File: src/serial_defines.vh
`ifndef SERIAL_DEFINES_VH
`define SERIAL_DEFINES_VH

// ========================================
// Register byte offsets.
`define OFF_CONTROL 8'h00
`define OFF_STATUS 8'h04
`define OFF_MODE 8'h08
`define OFF_TXHOLD 8'h0C
`define OFF_RXHOLD 8'h10
`define OFF_IRQ_STAT 8'h14
`define OFF_IRQ_MASK 8'h18
`define OFF_STOP 8'h1C

// ========================================
// Control register bit positions.
`define CTL_TXIE 7
`define CTL_RXIE 6
`define CTL_TXEN 5
`define CTL_RXEN 4
`define CTL_AWIE 3
`define CTL_TX_END_IRQ_ENABLE 2
`define CTL_CKE1 1

// ========================================
// Mode register bit positions.
`define MODE_SYNC 7
`define MODE_PAR 5
`define MODE_MP 2

// ========================================
// Reset values and bus responses.
`define CONTROL_RST 8'h00
`define MODE_RST 8'h00
`define STATUS_RST 8'h84
`define RESP_OKAY 2'h0
`define RESP_SLVERR 2'h2
`endif

File: src/serial_ctrl.v
`include "serial_defines.vh"

module serial_ctrl
(
    // Clock and synchronous active-low reset.
    input wire clk,
    input wire rst_n,
    // AXI4-Lite write channels.
    input wire [7:0] s_axi_awaddr,
    input wire s_axi_awvalid,
    output wire s_axi_awready,
    input wire [31:0] s_axi_wdata,
    input wire [3:0] s_axi_wstrb,
    input wire s_axi_wvalid,
    output wire s_axi_wready,
    output wire [1:0] s_axi_bresp,
    output wire s_axi_bvalid,
    input wire s_axi_bready,
    // AXI4-Lite read channels.
    input wire [7:0] s_axi_araddr,
    input wire s_axi_arvalid,
    output wire s_axi_arready,
    output wire [31:0] s_axi_rdata,
    output wire [1:0] s_axi_rresp,
    output wire s_axi_rvalid,
    input wire s_axi_rready,
    // Pins from the line, asynchronous to clk.
    input wire rxd_pin,
    input wire sck_pin,
    // Shift engine handshake, same clock.
    input wire tx_shift_taken,
    input wire tx_last_bit,
    input wire rx_busy,
    input wire rx_word_done,
    input wire [7:0] rx_word,
    input wire rx_word_addr_bit,
    input wire rx_frame_err,
    input wire rx_parity_err,
    // Towards the shift engine.
    output wire [7:0] tx_data,
    output wire tx_go,
    output wire rx_start,
    output wire [7:0] mode_out,
    output wire [7:0] control_out,
    // Interrupt requests.
    output wire rx_full_irq,
    output wire rx_error_irq,
    output wire tx_end_irq,
    output wire tx_empty_irq,
    output wire irq
);
    // ========================================
    // Register state.
    reg [7:0] control_reg, control_next;
    reg [7:0] mode_reg, mode_next;
    reg [7:0] tx_holding_reg, tx_holding_next;
    reg [7:0] rx_holding_reg, rx_holding_next;
    reg [7:0] armed_reg, armed_next;
    reg [3:0] istat_reg, istat_next;
    reg [3:0] imask_reg, imask_next;
    reg stop_reg, stop_next;
    reg tx_buf_empty_flag_reg, tx_buf_empty_flag_next, rx_buf_full_flag_reg, rx_buf_full_flag_next;
    reg overrun_error_flag_reg, overrun_error_flag_next, fer_reg, fer_next, per_reg, per_next;
    reg tx_end_flag_reg, tx_end_flag_next, mpb_reg, mpb_next, mpbt_reg, mpbt_next;
    reg [3:0] req_reg, req_next;
    reg irq_reg, irq_next;
    reg rx_start_reg, rx_start_next;
    reg tx_go_reg;
    // Pin synchronisers plus one edge-history stage each.
    reg rxd_s1_reg, rxd_s2_reg, rxd_d_reg;
    reg sck_s1_reg, sck_s2_reg, sck_d_reg;
    // Bus slave state.
    reg aw_full_reg, w_full_reg, bvalid_reg, rvalid_reg;
    reg [7:0] aw_addr_reg;
    reg [7:0] w_data_reg;
    reg w_lane_reg;
    reg [1:0] bresp_reg, rresp_reg;
    reg [31:0] rdata_reg;
    wire wr_en, rd_en, addr_wait, wr_ok;
    wire [7:0] status_byte;
    // A write is performed once address and data are both held.
    assign wr_en = aw_full_reg & w_full_reg & ~bvalid_reg;
    assign rd_en = s_axi_arvalid & ~rvalid_reg;
    assign wr_ok = wr_en & w_lane_reg;
    assign status_byte = {tx_buf_empty_flag_reg, rx_buf_full_flag_reg, overrun_error_flag_reg, fer_reg,
                          per_reg, tx_end_flag_reg, mpb_reg, mpbt_reg};
    // Address-wait only counts in asynchronous multidrop format.
    assign addr_wait = ~mode_reg[`MODE_SYNC] & mode_reg[`MODE_MP] &
                       control_reg[`CTL_AWIE];
    // ========================================
    // Next-state logic for registers, flags and requests.
    always @*
    begin
        control_next = control_reg;
        mode_next = mode_reg;
        tx_holding_next = tx_holding_reg;
        rx_holding_next = rx_holding_reg;
        armed_next = armed_reg;
        imask_next = imask_reg;
        stop_next = stop_reg;
        {tx_buf_empty_flag_next, rx_buf_full_flag_next, overrun_error_flag_next, fer_next,
         per_next, tx_end_flag_next, mpb_next, mpbt_next} = status_byte;
        istat_next = istat_reg;
        // Software writes come first so that hardware sets below win.
        if (wr_ok)
        begin
            case (aw_addr_reg)
                `OFF_CONTROL: control_next = w_data_reg;
                `OFF_MODE: mode_next = w_data_reg;
                `OFF_TXHOLD: tx_holding_next = w_data_reg;
                `OFF_IRQ_MASK: imask_next = w_data_reg[3:0];
                `OFF_IRQ_STAT: istat_next = istat_reg & ~w_data_reg[3:0];
                `OFF_STOP: stop_next = w_data_reg[0];
                `OFF_STATUS:
                begin
                    // A flag clears only if it was read as one first; the transmit end flag clears with the transmit empty flag, on its read.
                    if (armed_reg[7] & ~w_data_reg[7])
                    begin
                        tx_buf_empty_flag_next = 1'b0;
                        tx_end_flag_next = 1'b0;
                    end
                    if (armed_reg[6] & ~w_data_reg[6])
                        rx_buf_full_flag_next = 1'b0;
                    if (armed_reg[5] & ~w_data_reg[5])
                        overrun_error_flag_next = 1'b0;
                    if (armed_reg[4] & ~w_data_reg[4])
                        fer_next = 1'b0;
                    if (armed_reg[3] & ~w_data_reg[3])
                        per_next = 1'b0;
                    mpbt_next = w_data_reg[0];
                    armed_next = 8'h00;
                end
                default: armed_next = armed_reg;
            endcase
        end
        // Reading the status arms each flag seen as one.
        if (rd_en && s_axi_araddr == `OFF_STATUS)
            armed_next = status_byte;
        // Received word; the receive enable bit does not touch flags.
        if (rx_word_done && control_reg[`CTL_RXEN])
        begin
            if (addr_wait && !rx_word_addr_bit)
                rx_buf_full_flag_next = rx_buf_full_flag_next;
            else
            begin
                if (addr_wait)
                    control_next[`CTL_AWIE] = 1'b0;
                if (~mode_reg[`MODE_SYNC] & mode_reg[`MODE_MP])
                    mpb_next = rx_word_addr_bit;
                if (rx_buf_full_flag_reg)
                    overrun_error_flag_next = 1'b1;
                else if (rx_frame_err && !mode_reg[`MODE_SYNC])
                    fer_next = 1'b1;
                else if (rx_parity_err && mode_reg[`MODE_PAR] &&
                         !mode_reg[`MODE_MP] && !mode_reg[`MODE_SYNC])
                    per_next = 1'b1;
                else
                begin
                    rx_holding_next = rx_word;
                    rx_buf_full_flag_next = 1'b1;
                end
            end
        end
        // Transmit side events.
        if (tx_shift_taken)
            tx_buf_empty_flag_next = 1'b1;
        if (tx_last_bit && tx_buf_empty_flag_reg)
            tx_end_flag_next = 1'b1;
        if (!control_next[`CTL_TXEN])
            tx_buf_empty_flag_next = 1'b1;
        // Module stop puts control and status back to reset state.
        if (stop_next)
        begin
            control_next = `CONTROL_RST;
            {tx_buf_empty_flag_next, rx_buf_full_flag_next, overrun_error_flag_next, fer_next,
             per_next, tx_end_flag_next, mpb_next, mpbt_next} = `STATUS_RST;
        end
        // Requests follow the next flag and enable values together.
        req_next[0] = rx_buf_full_flag_next & control_next[`CTL_RXIE];
        req_next[1] = (overrun_error_flag_next | fer_next | per_next) &
                      control_next[`CTL_RXIE];
        req_next[2] = tx_end_flag_next & control_next[`CTL_TX_END_IRQ_ENABLE];
        req_next[3] = tx_buf_empty_flag_next & control_next[`CTL_TXIE];
        // Sticky bits catch each rising request; set beats clear.
        istat_next = istat_next | (req_next & ~req_reg);
        irq_next = |(istat_next & imask_next);
        // Start detection on synchronised pins.
        rx_start_next = control_reg[`CTL_RXEN] & ~rx_busy &
            (mode_reg[`MODE_SYNC] ?
             (sck_s2_reg & ~sck_d_reg & control_reg[`CTL_CKE1]) :
             (~rxd_s2_reg & rxd_d_reg));
    end
    // ========================================
    // Register update.
    always @(posedge clk)
    begin
        if (!rst_n)
        begin
            control_reg <= `CONTROL_RST;
            mode_reg <= `MODE_RST;
            {tx_holding_reg, rx_holding_reg, armed_reg} <= 24'h00_0000;
            {istat_reg, imask_reg} <= 8'h00;
            stop_reg <= 1'b0;
            {tx_buf_empty_flag_reg, rx_buf_full_flag_reg, overrun_error_flag_reg, fer_reg,
             per_reg, tx_end_flag_reg, mpb_reg, mpbt_reg} <= `STATUS_RST;
            req_reg <= 4'h0;
            irq_reg <= 1'b0;
            rx_start_reg <= 1'b0;
            tx_go_reg <= 1'b0;
        end
        else
        begin
            control_reg <= control_next;
            mode_reg <= mode_next;
            tx_holding_reg <= tx_holding_next;
            rx_holding_reg <= rx_holding_next;
            armed_reg <= armed_next;
            istat_reg <= istat_next;
            imask_reg <= imask_next;
            stop_reg <= stop_next;
            {tx_buf_empty_flag_reg, rx_buf_full_flag_reg, overrun_error_flag_reg, fer_reg,
             per_reg, tx_end_flag_reg, mpb_reg, mpbt_reg} <=
                {tx_buf_empty_flag_next, rx_buf_full_flag_next, overrun_error_flag_next, fer_next,
                 per_next, tx_end_flag_next, mpb_next, mpbt_next};
            req_reg <= req_next;
            irq_reg <= irq_next;
            rx_start_reg <= rx_start_next;
            // Holding data is valid for the engine once the flag drops.
            tx_go_reg <= control_next[`CTL_TXEN] & ~tx_buf_empty_flag_next;
        end
    end
    // ========================================
    // Pin synchronisers; the first stage feeds only the second.
    // Both pins reset to their idle high level so no false edge follows.
    always @(posedge clk)
    begin
        if (!rst_n)
        begin
            {rxd_d_reg, rxd_s2_reg, rxd_s1_reg} <= 3'h7;
            {sck_d_reg, sck_s2_reg, sck_s1_reg} <= 3'h7;
        end
        else
        begin
            {rxd_d_reg, rxd_s2_reg, rxd_s1_reg} <=
                {rxd_s2_reg, rxd_s1_reg, rxd_pin};
            {sck_d_reg, sck_s2_reg, sck_s1_reg} <=
                {sck_s2_reg, sck_s1_reg, sck_pin};
        end
    end
    // ========================================
    // AXI4-Lite slave; address and data may arrive in either order.
    always @(posedge clk)
    begin
        if (!rst_n)
        begin
            aw_full_reg <= 1'b0;
            w_full_reg <= 1'b0;
            bvalid_reg <= 1'b0;
            rvalid_reg <= 1'b0;
            aw_addr_reg <= 8'h00;
            w_data_reg <= 8'h00;
            w_lane_reg <= 1'b0;
            bresp_reg <= `RESP_OKAY;
            rresp_reg <= `RESP_OKAY;
            rdata_reg <= 32'h0000_0000;
        end
        else
        begin
            if (s_axi_awvalid && !aw_full_reg)
            begin
                aw_full_reg <= 1'b1;
                aw_addr_reg <= s_axi_awaddr;
            end
            if (s_axi_wvalid && !w_full_reg)
            begin
                w_full_reg <= 1'b1;
                w_data_reg <= s_axi_wdata[7:0];
                w_lane_reg <= s_axi_wstrb[0];
            end
            if (wr_en)
            begin
                aw_full_reg <= 1'b0;
                w_full_reg <= 1'b0;
                bvalid_reg <= 1'b1;
                // Unmapped or unaligned addresses answer with an error.
                bresp_reg <= (aw_addr_reg > `OFF_STOP ||
                              aw_addr_reg[1:0] != 2'h0) ?
                             `RESP_SLVERR : `RESP_OKAY;
            end
            else if (bvalid_reg && s_axi_bready)
                bvalid_reg <= 1'b0;
            if (rd_en)
            begin
                rvalid_reg <= 1'b1;
                rresp_reg <= `RESP_OKAY;
                case (s_axi_araddr)
                    `OFF_CONTROL: rdata_reg <= {24'h00_0000, control_reg};
                    `OFF_STATUS: rdata_reg <= {24'h00_0000, status_byte};
                    `OFF_MODE: rdata_reg <= {24'h00_0000, mode_reg};
                    `OFF_TXHOLD: rdata_reg <= {24'h00_0000, tx_holding_reg};
                    `OFF_RXHOLD: rdata_reg <= {24'h00_0000, rx_holding_reg};
                    `OFF_IRQ_STAT: rdata_reg <= {28'h000_0000, istat_reg};
                    `OFF_IRQ_MASK: rdata_reg <= {28'h000_0000, imask_reg};
                    `OFF_STOP: rdata_reg <= {31'h0000_0000, stop_reg};
                    default:
                    begin
                        rdata_reg <= 32'h0000_0000;
                        rresp_reg <= `RESP_SLVERR;
                    end
                endcase
            end
            else if (rvalid_reg && s_axi_rready)
                rvalid_reg <= 1'b0;
        end
    end
    // ========================================
    // Outputs, each straight from a flip-flop.
    assign s_axi_awready = ~aw_full_reg;
    assign s_axi_wready = ~w_full_reg;
    assign s_axi_bvalid = bvalid_reg;
    assign s_axi_bresp = bresp_reg;
    assign s_axi_arready = ~rvalid_reg;
    assign s_axi_rvalid = rvalid_reg;
    assign s_axi_rdata = rdata_reg;
    assign s_axi_rresp = rresp_reg;
    assign tx_data = tx_holding_reg;
    assign tx_go = tx_go_reg;
    assign rx_start = rx_start_reg;
    assign mode_out = mode_reg;
    assign control_out = control_reg;
    assign rx_full_irq = req_reg[0];
    assign rx_error_irq = req_reg[1];
    assign tx_end_irq = req_reg[2];
    assign tx_empty_irq = req_reg[3];
    assign irq = irq_reg;
endmodule

File: config.mk
export PLATFORM = sky130hd
export DESIGN_NAME = serial_ctrl
export DESIGN_NICKNAME = d
export VERILOG_FILES = /design/src/serial_ctrl.v
export VERILOG_INCLUDE_DIRS = /design/src
export SDC_FILE = /design/constraint.sdc
export NUM_CORES = 1
export LEC_CHECK = 0
export ABC_AREA = 1
export BUFFER_PORTS_ARGS = -buffer_cell sky130_fd_sc_hd__buf_4
export CORE_MARGIN = 2
export CORE_UTILIZATION = 50
export DETAILED_ROUTE_END_ITERATION = 10
export GPL_ROUTABILITY_DRIVEN = 0
export MAX_ROUTING_LAYER = met4
export PLACE_DENSITY = 0.79
export SYNTH_ARGS = -nofsm -noshare
export SYNTH_HDL_FRONTEND = slang
export SYNTH_SLANG_ARGS = --single-unit
File: constraint.sdc
create_clock -name clk -period 1.76 [get_ports clk]
set_input_delay 0.088 -clock clk [delete_from_list [all_inputs] [get_ports clk]]
set_output_delay 0.088 -clock clk [all_outputs]
set_load 0.005 [all_outputs]
# After elaboration in Yosys (flattened, before gate mapping)
# Cells that the tools add are included.
[totals]
n_memories = 0
rom_bits = 0
latchBits = 0
ramBits = 0
out_inout_bits = 72
regBits = 127
elab_cells = 203
[op_classes]
add_sub_neg = 0
reduce_logical = 36
order_cmp = 1
muxes = 67
multipliers = 0
div = 0
eq_ne = 13
bitwise = 48
shift = 0
[op_table]
columns = ["operator", "count"]
rows = [
  ["$pmux 8 s8", 1],
  ["$eq 8x5->1 const B", 7],
  ["$mux 1", 54],
  ["$mux 8", 6],
  ["$eq 8x4->1 const B", 4],
  ["$and 1x1->1", 21],
  ["$not 1->1", 19],
  ["$eq 8x3->1 const B", 2],
  ["$logic_not 8->1", 2],
  ["$mux 4", 4],
  ["$and 4x4->4", 3],
  ["$logic_and 1x1->1", 12],
  ["$reduce_and 2->1", 5],
  ["$reduce_bool 2->1", 5],
  ["$gt 8x5->1 const B", 1],
  ["$not 4->4", 2],
  ["$reduce_or 8->1", 1],
  ["$logic_not 1->1", 5],
  ["$reduce_and 5->1", 1],
  ["$mux 2", 2],
  ["$or 4x4->4", 1],
  ["$reduce_or 2->1", 2],
  ["$reduce_or 4->1", 1],
  ["$reduce_and 3->1", 1],
  ["2 further kinds", 3],
]

# Longest topological paths before layout
[logic_depth]
word_depth = 17
ltp_mapped = 13

# Worst setup path before layout
# Ideal clock, no wire load.
[synth_timing]
kind = "flip-flop to flip-flop"
start = "register aw_addr_reg[7]"
end = "register irq_reg (netlist: irq)"
path_slack_ps = 302
setup_ps = 125
t_arrival_ps = 1333
n_path_buf = 0
path_stages_with_launch = 11
path_cell_list = "dfxtp_1 nor2_2 nand2_2 nor2_2 nand2_2 o21ai_1 nor2_1 nand2_1 nand2_1 nand3_1 nand4_1"
[synth_via]
elab_chain_cells = 15
word_cells_on_any_way = 62
cone_classes = "4 x eq/ne; 47 x mux; 9 x bitwise; 2 x reduce/logical"
[synth_lines]
columns = ["element", "line_no", "text"]
rows = [
  ["from (decl)", "serial_ctrl.v:74", "reg [7:0] aw_addr_reg;"],
  ["from (signal assigned)", "serial_ctrl.v:272", "aw_addr_reg <= s_axi_awaddr;"],
  ["$eq 8x3->1", "serial_ctrl.v:107", "case (aw_addr_reg)"],
  ["$mux 1", "serial_ctrl.v:107", ""],
  ["$mux 1", "serial_ctrl.v:105", "if (wr_ok)"],
  ["$mux 1 (on tied branches)", "serial_ctrl.v:152, serial_ctrl.v:154", ""],
  ["$mux 1 (on tied branches)", "serial_ctrl.v:150, serial_ctrl.v:152", ""],
  ["$mux 1 (on tied branches)", "serial_ctrl.v:142, serial_ctrl.v:150", ""],
  ["$mux 1 (on tied branches)", "serial_ctrl.v:140, serial_ctrl.v:142", ""],
  ["$mux 1 (on tied branches)", "serial_ctrl.v:172, serial_ctrl.v:140", ""],
  ["$or 1x1->1 or $mux 1 (tied branches)", "serial_ctrl.v:180, serial_ctrl.v:172", ""],
  ["$or 1x1->1", "serial_ctrl.v:180", "req_next[1] = (overrun_error_flag_next | fer_next | per_next) &"],
  ["$and 1x1->1", "serial_ctrl.v:180", ""],
  ["$and 4x4->4", "serial_ctrl.v:185", "istat_next = istat_next | (req_next & ~req_reg);"],
  ["$or 4x4->4", "serial_ctrl.v:185", ""],
  ["$and 4x4->4 *", "serial_ctrl.v:186", "irq_next = |(istat_next & imask_next);"],
  ["$reduce_or 4->1 *", "serial_ctrl.v:186", ""],
  ["to (signal assigned)", "serial_ctrl.v:226", "irq_reg <= irq_next;"],
  ["to (decl)", "serial_ctrl.v:66", "reg irq_reg, irq_next;"],
]
# Every way passes the cells marked *; elsewhere a longest branch is shown, timed or not.
# A chain may end at the register's enable or synchronous reset.

# Worst setup path in the final report
# Same ends and word-level chain as after synthesis.

==> run summary <==
==========================================================================================
Outcome ..................................................................... finished, final reports clean
DRC Markers .................................................................            0
Fraction of layout cells with a size suffix above 1 .........................        0.238
TritonCTS buffer count ......................................................            9
Min-Delay Path Class ........................................................    in -> reg
Clock-pin slew on the worst setup and hold paths ............................      0.09 ns
Buffers on Ports ............................................................           94
Worst hold path depth .......................................................            3
Post-synthesis compound-gate area fraction ..................................        0.159
Seq/Total Area, Yosys .......................................................        0.449
Final worst slack ...........................................................    0.0557 ns
Total power per unit cell area ..............................................   791 nW/um2
Tightest hold margin ........................................................   0.00181 ns
Setup violation total in the final timing report ............................            0
Avg Cell Area, Syn ..........................................................     7.28 um2
Post-route ant nets .........................................................            0
Clock tree from TritonCTS ...................................................        built
Initial Util ................................................................        0.509
EDFF count, synth ...........................................................            0
Mapped Cells ................................................................          600
Aggregate routed wire length ................................................    12,600 um
Pin count of the biggest net entering global routing ........................           50
Die Ht ......................................................................      97.5 um
Hold Fails Final Rpt ........................................................            0
Number of antenna violations at the first check in global routing ...........            0
Total placed instance area ..................................................     5110 um2
Number of violations reported at the end of detailed-routing iteration 0 ....          277
Slowest stage delay, CP .....................................................      0.35 ns
Synth Area in Simple Gates ..................................................        0.271
Post-layout min period ......................................................      1.70 ns
Cell with the biggest individual delay on the critical path .................      dfxtp_1
Reg2reg setup slack .........................................................      0.06 ns
Final std cell area, no fill ................................................     5620 um2
Num ports ...................................................................          148
Kind of end point of the critical path ......................................     register
Synthesis-to-finish area growth .............................................        28.6%
Number of buffer and inverter instances along the worst setup path ..........            0
Clock tree skew after final layout ..........................................    0.0127 ns
Ys async rst share ..........................................................            0
H-tree depth ................................................................            3
Crit path launch type .......................................................     register
CP most frequent cell .......................................................      nand2_1
Xor and xnor fraction of the mapped netlist area ............................            0
Leakage power total .........................................................   0.00253 uW
Final cell count without fillers ............................................          831
Average detailed-routed wire length per instance ............................      15.2 um
Horiz. Die Dim ..............................................................      97.5 um
Pre-CTS setup slack .........................................................  -0.00548 ns
Sequence of cells on the critical path ...................................... nor2_4 > nand2_1 > nor2_2 > nand2_1 > nand2_2 > nand2_4 > nand2_1 > nand3_2 > nand2_2 > nand2_1 > nand2_1 > nand4_1
Share of synthesized area spent on multiplexers .............................            0
Top delay family on crit path ............................................... simple AND/OR/NAND/NOR gates
Share of synthesized cell area in full adder, half adder and majority cells .            0
Global Route Usage Sum ......................................................        0.267
Max-slew violation total from the final report ..............................            0
Largest family of logic cells by synthesized area ........................... simple AND/OR/NAND/NOR gates
Depth of the most critical reg-to-reg path ..................................           12
Syn Std Cell Area ...........................................................     4370 um2
Max Clk Rate ................................................................      587 MHz
Clock latency of the later-clocked register in the worst-skew pair ..........      0.37 ns
Final #Nets .................................................................          794
Tcrit/Tclk final ............................................................        0.968
# Max-Cap Violations ........................................................            0
Flip-flop and latch count after synthesis ...................................           98
Clock Sink Count ............................................................           98
Netlist cell types ..........................................................           35
Number of buffers on the longest clock path .................................            2
Buffer type at the clock tree root ..........................................     clkbuf_8
Ant. Diodes .................................................................            0
Endpoint arrival time on the critical path ..................................      1.95 ns
Most used flip-flop cell after synthesis ....................................      dfxtp_1
Max Fanout on Critical Path .................................................            8
Instance count on the critical path .........................................           12
Aggregate global routing overflow ...........................................            0
RSZ-0062 raised after global routing ........................................         true
Iteration count of the initial detailed-routing pass ........................            7
Category of the most critical setup path ....................................   reg -> reg
Number of global-route vias before repair ...................................        4,090
Area enclosed by the die boundary ...........................................     9500 um2
Estimated wirelength of the detail-placed design ............................      9190 um
Global-route wire length before repair ......................................    19,700 um
YS warnings .................................................................            0
IR Drop Worst-Case VDD ......................................................     0.422 mV
Core region area ............................................................     8590 um2
Total negative slack ........................................................         0 ns
Vias ........................................................................        4,404
Data required time of the worst path ........................................      2.01 ns
Avg Vias per Cell ...........................................................         5.30
Placed Cells ................................................................          795
Number of placement rows ....................................................           34
==========================================================================================
## final cells by class
class	instances	area [um2]
inverters	67	256
clock inverters	4	72.6
well taps	108	135
clock buffers	12	165
flip-flops and latches	98	1960
repair buffers	124	973
fillers	731	2970
multi-input cells	418	2050
## through the flow
stage	power (uW)	utilization
6_report	4450	0.654
3_5_place_dp	2730	0.594
2_1_floorplan	2590	-
3_3_place_gp	2710	0.594
5_1_grt	4580	0.654
4_1_cts	4410	0.644
## layer usage
metal	vias to the layer above	routed length, um	track usage
met5	-	0	-
met3	38	943	0.0511
met4	0	393	0.118
li1	2121	-	-
met2	205	6200	0.439
met1	2040	5080	0.318
## worst reg2reg max path: stages (launching register included)
cell and delay [ns]:
dfxtp_1 0.35, nor2_4 0.16, nand2_1 0.14, nor2_2 0.14, nand2_1 0.10, nand2_2 0.09
nand2_4 0.10, nand2_1 0.12, nand3_2 0.09, nand2_2 0.10, nand2_1 0.05, nand2_1 0.06
nand4_1 0.08
## synth_stat cells, types with 7 or more instances
| library cell | count | share of area |
|---|---|---|
| nand2_1 | 122 | 0.10 |
| dfxtp_1 | 98 | 0.45 |
| nor2_1 | 70 | 0.060 |
| inv_1 | 60 | 0.052 |
| a21oi_1 | 58 | 0.066 |
| o21ai_0 | 47 | 0.054 |
| nand3_1 | 27 | 0.031 |
| buf_4 | 26 | 0.045 |
| o21ai_1 | 16 | 0.018 |
| clkbuf_1 | 10 | 0.0086 |
| nand4_1 | 8 | 0.011 |
| nor2_2 | 7 | 0.010 |
## repair_timing
item | in CTS | in global routing
hold endpoints to repair | 17 | 0
pin swaps | 0 | 5
setup buffers | 0 | 3
hold buffers | 17 | 0
resized for setup | 4 | 22
setup endpoints to repair | 3 | 20
## final timing paths
check / from / end
min reg2reg: rxd_s1_reg / rxd_s2_reg
max reg2reg: aw_addr_reg[7] / irq
max: aw_addr_reg[7] / irq
min: s_axi_awaddr[6] / aw_addr_reg[6]
## logic make-up (layout without fill, tap and decap cells)
family	count (synthesis)	after routing
AND/OR/NAND/NOR	260	260
flip-flops	98	98
buffers and inverters	109	207
other	1	26
AO/OA/AOI/OAI	132	132
## cell usage in the layout (no fill, tap or decap), types with 3 or more instances in the layout
master         synthesis  layout
a211oi_1               3       3
a21oi_1               58      58
buf_4                 26     107
clkbuf_8               0      12
conb_1                 1      26
dfxtp_1               98      96
dlygate4sd3_1          0      17
inv_1                 60      59
inv_2                  5       5
nand2_1              122     115
nand2_2                4       7
nand2_4                0       4
nand3_1               27      25
nand3_2                2       4
nand3b_1               3       3
nand4_1                8       8
nor2_1                70      67
nor2_2                 7       6
nor2_4                 2       6
nor3_1                 4       4
nor3_4                 4       4
o21a_1                 3       3
o21ai_0               47      47
o21ai_1               16      15
or2_2                  4       4
## power breakdown
part,switching [uW],leakage (uW),internal [uW],total [uW]
clock network,783,0.000119,915,1700
registers,44.8,0.000796,2270,2310
logic,250,0.00162,187,436
total,1080,0.00253,3370,4450
Power figures use the tool's default switching activity.
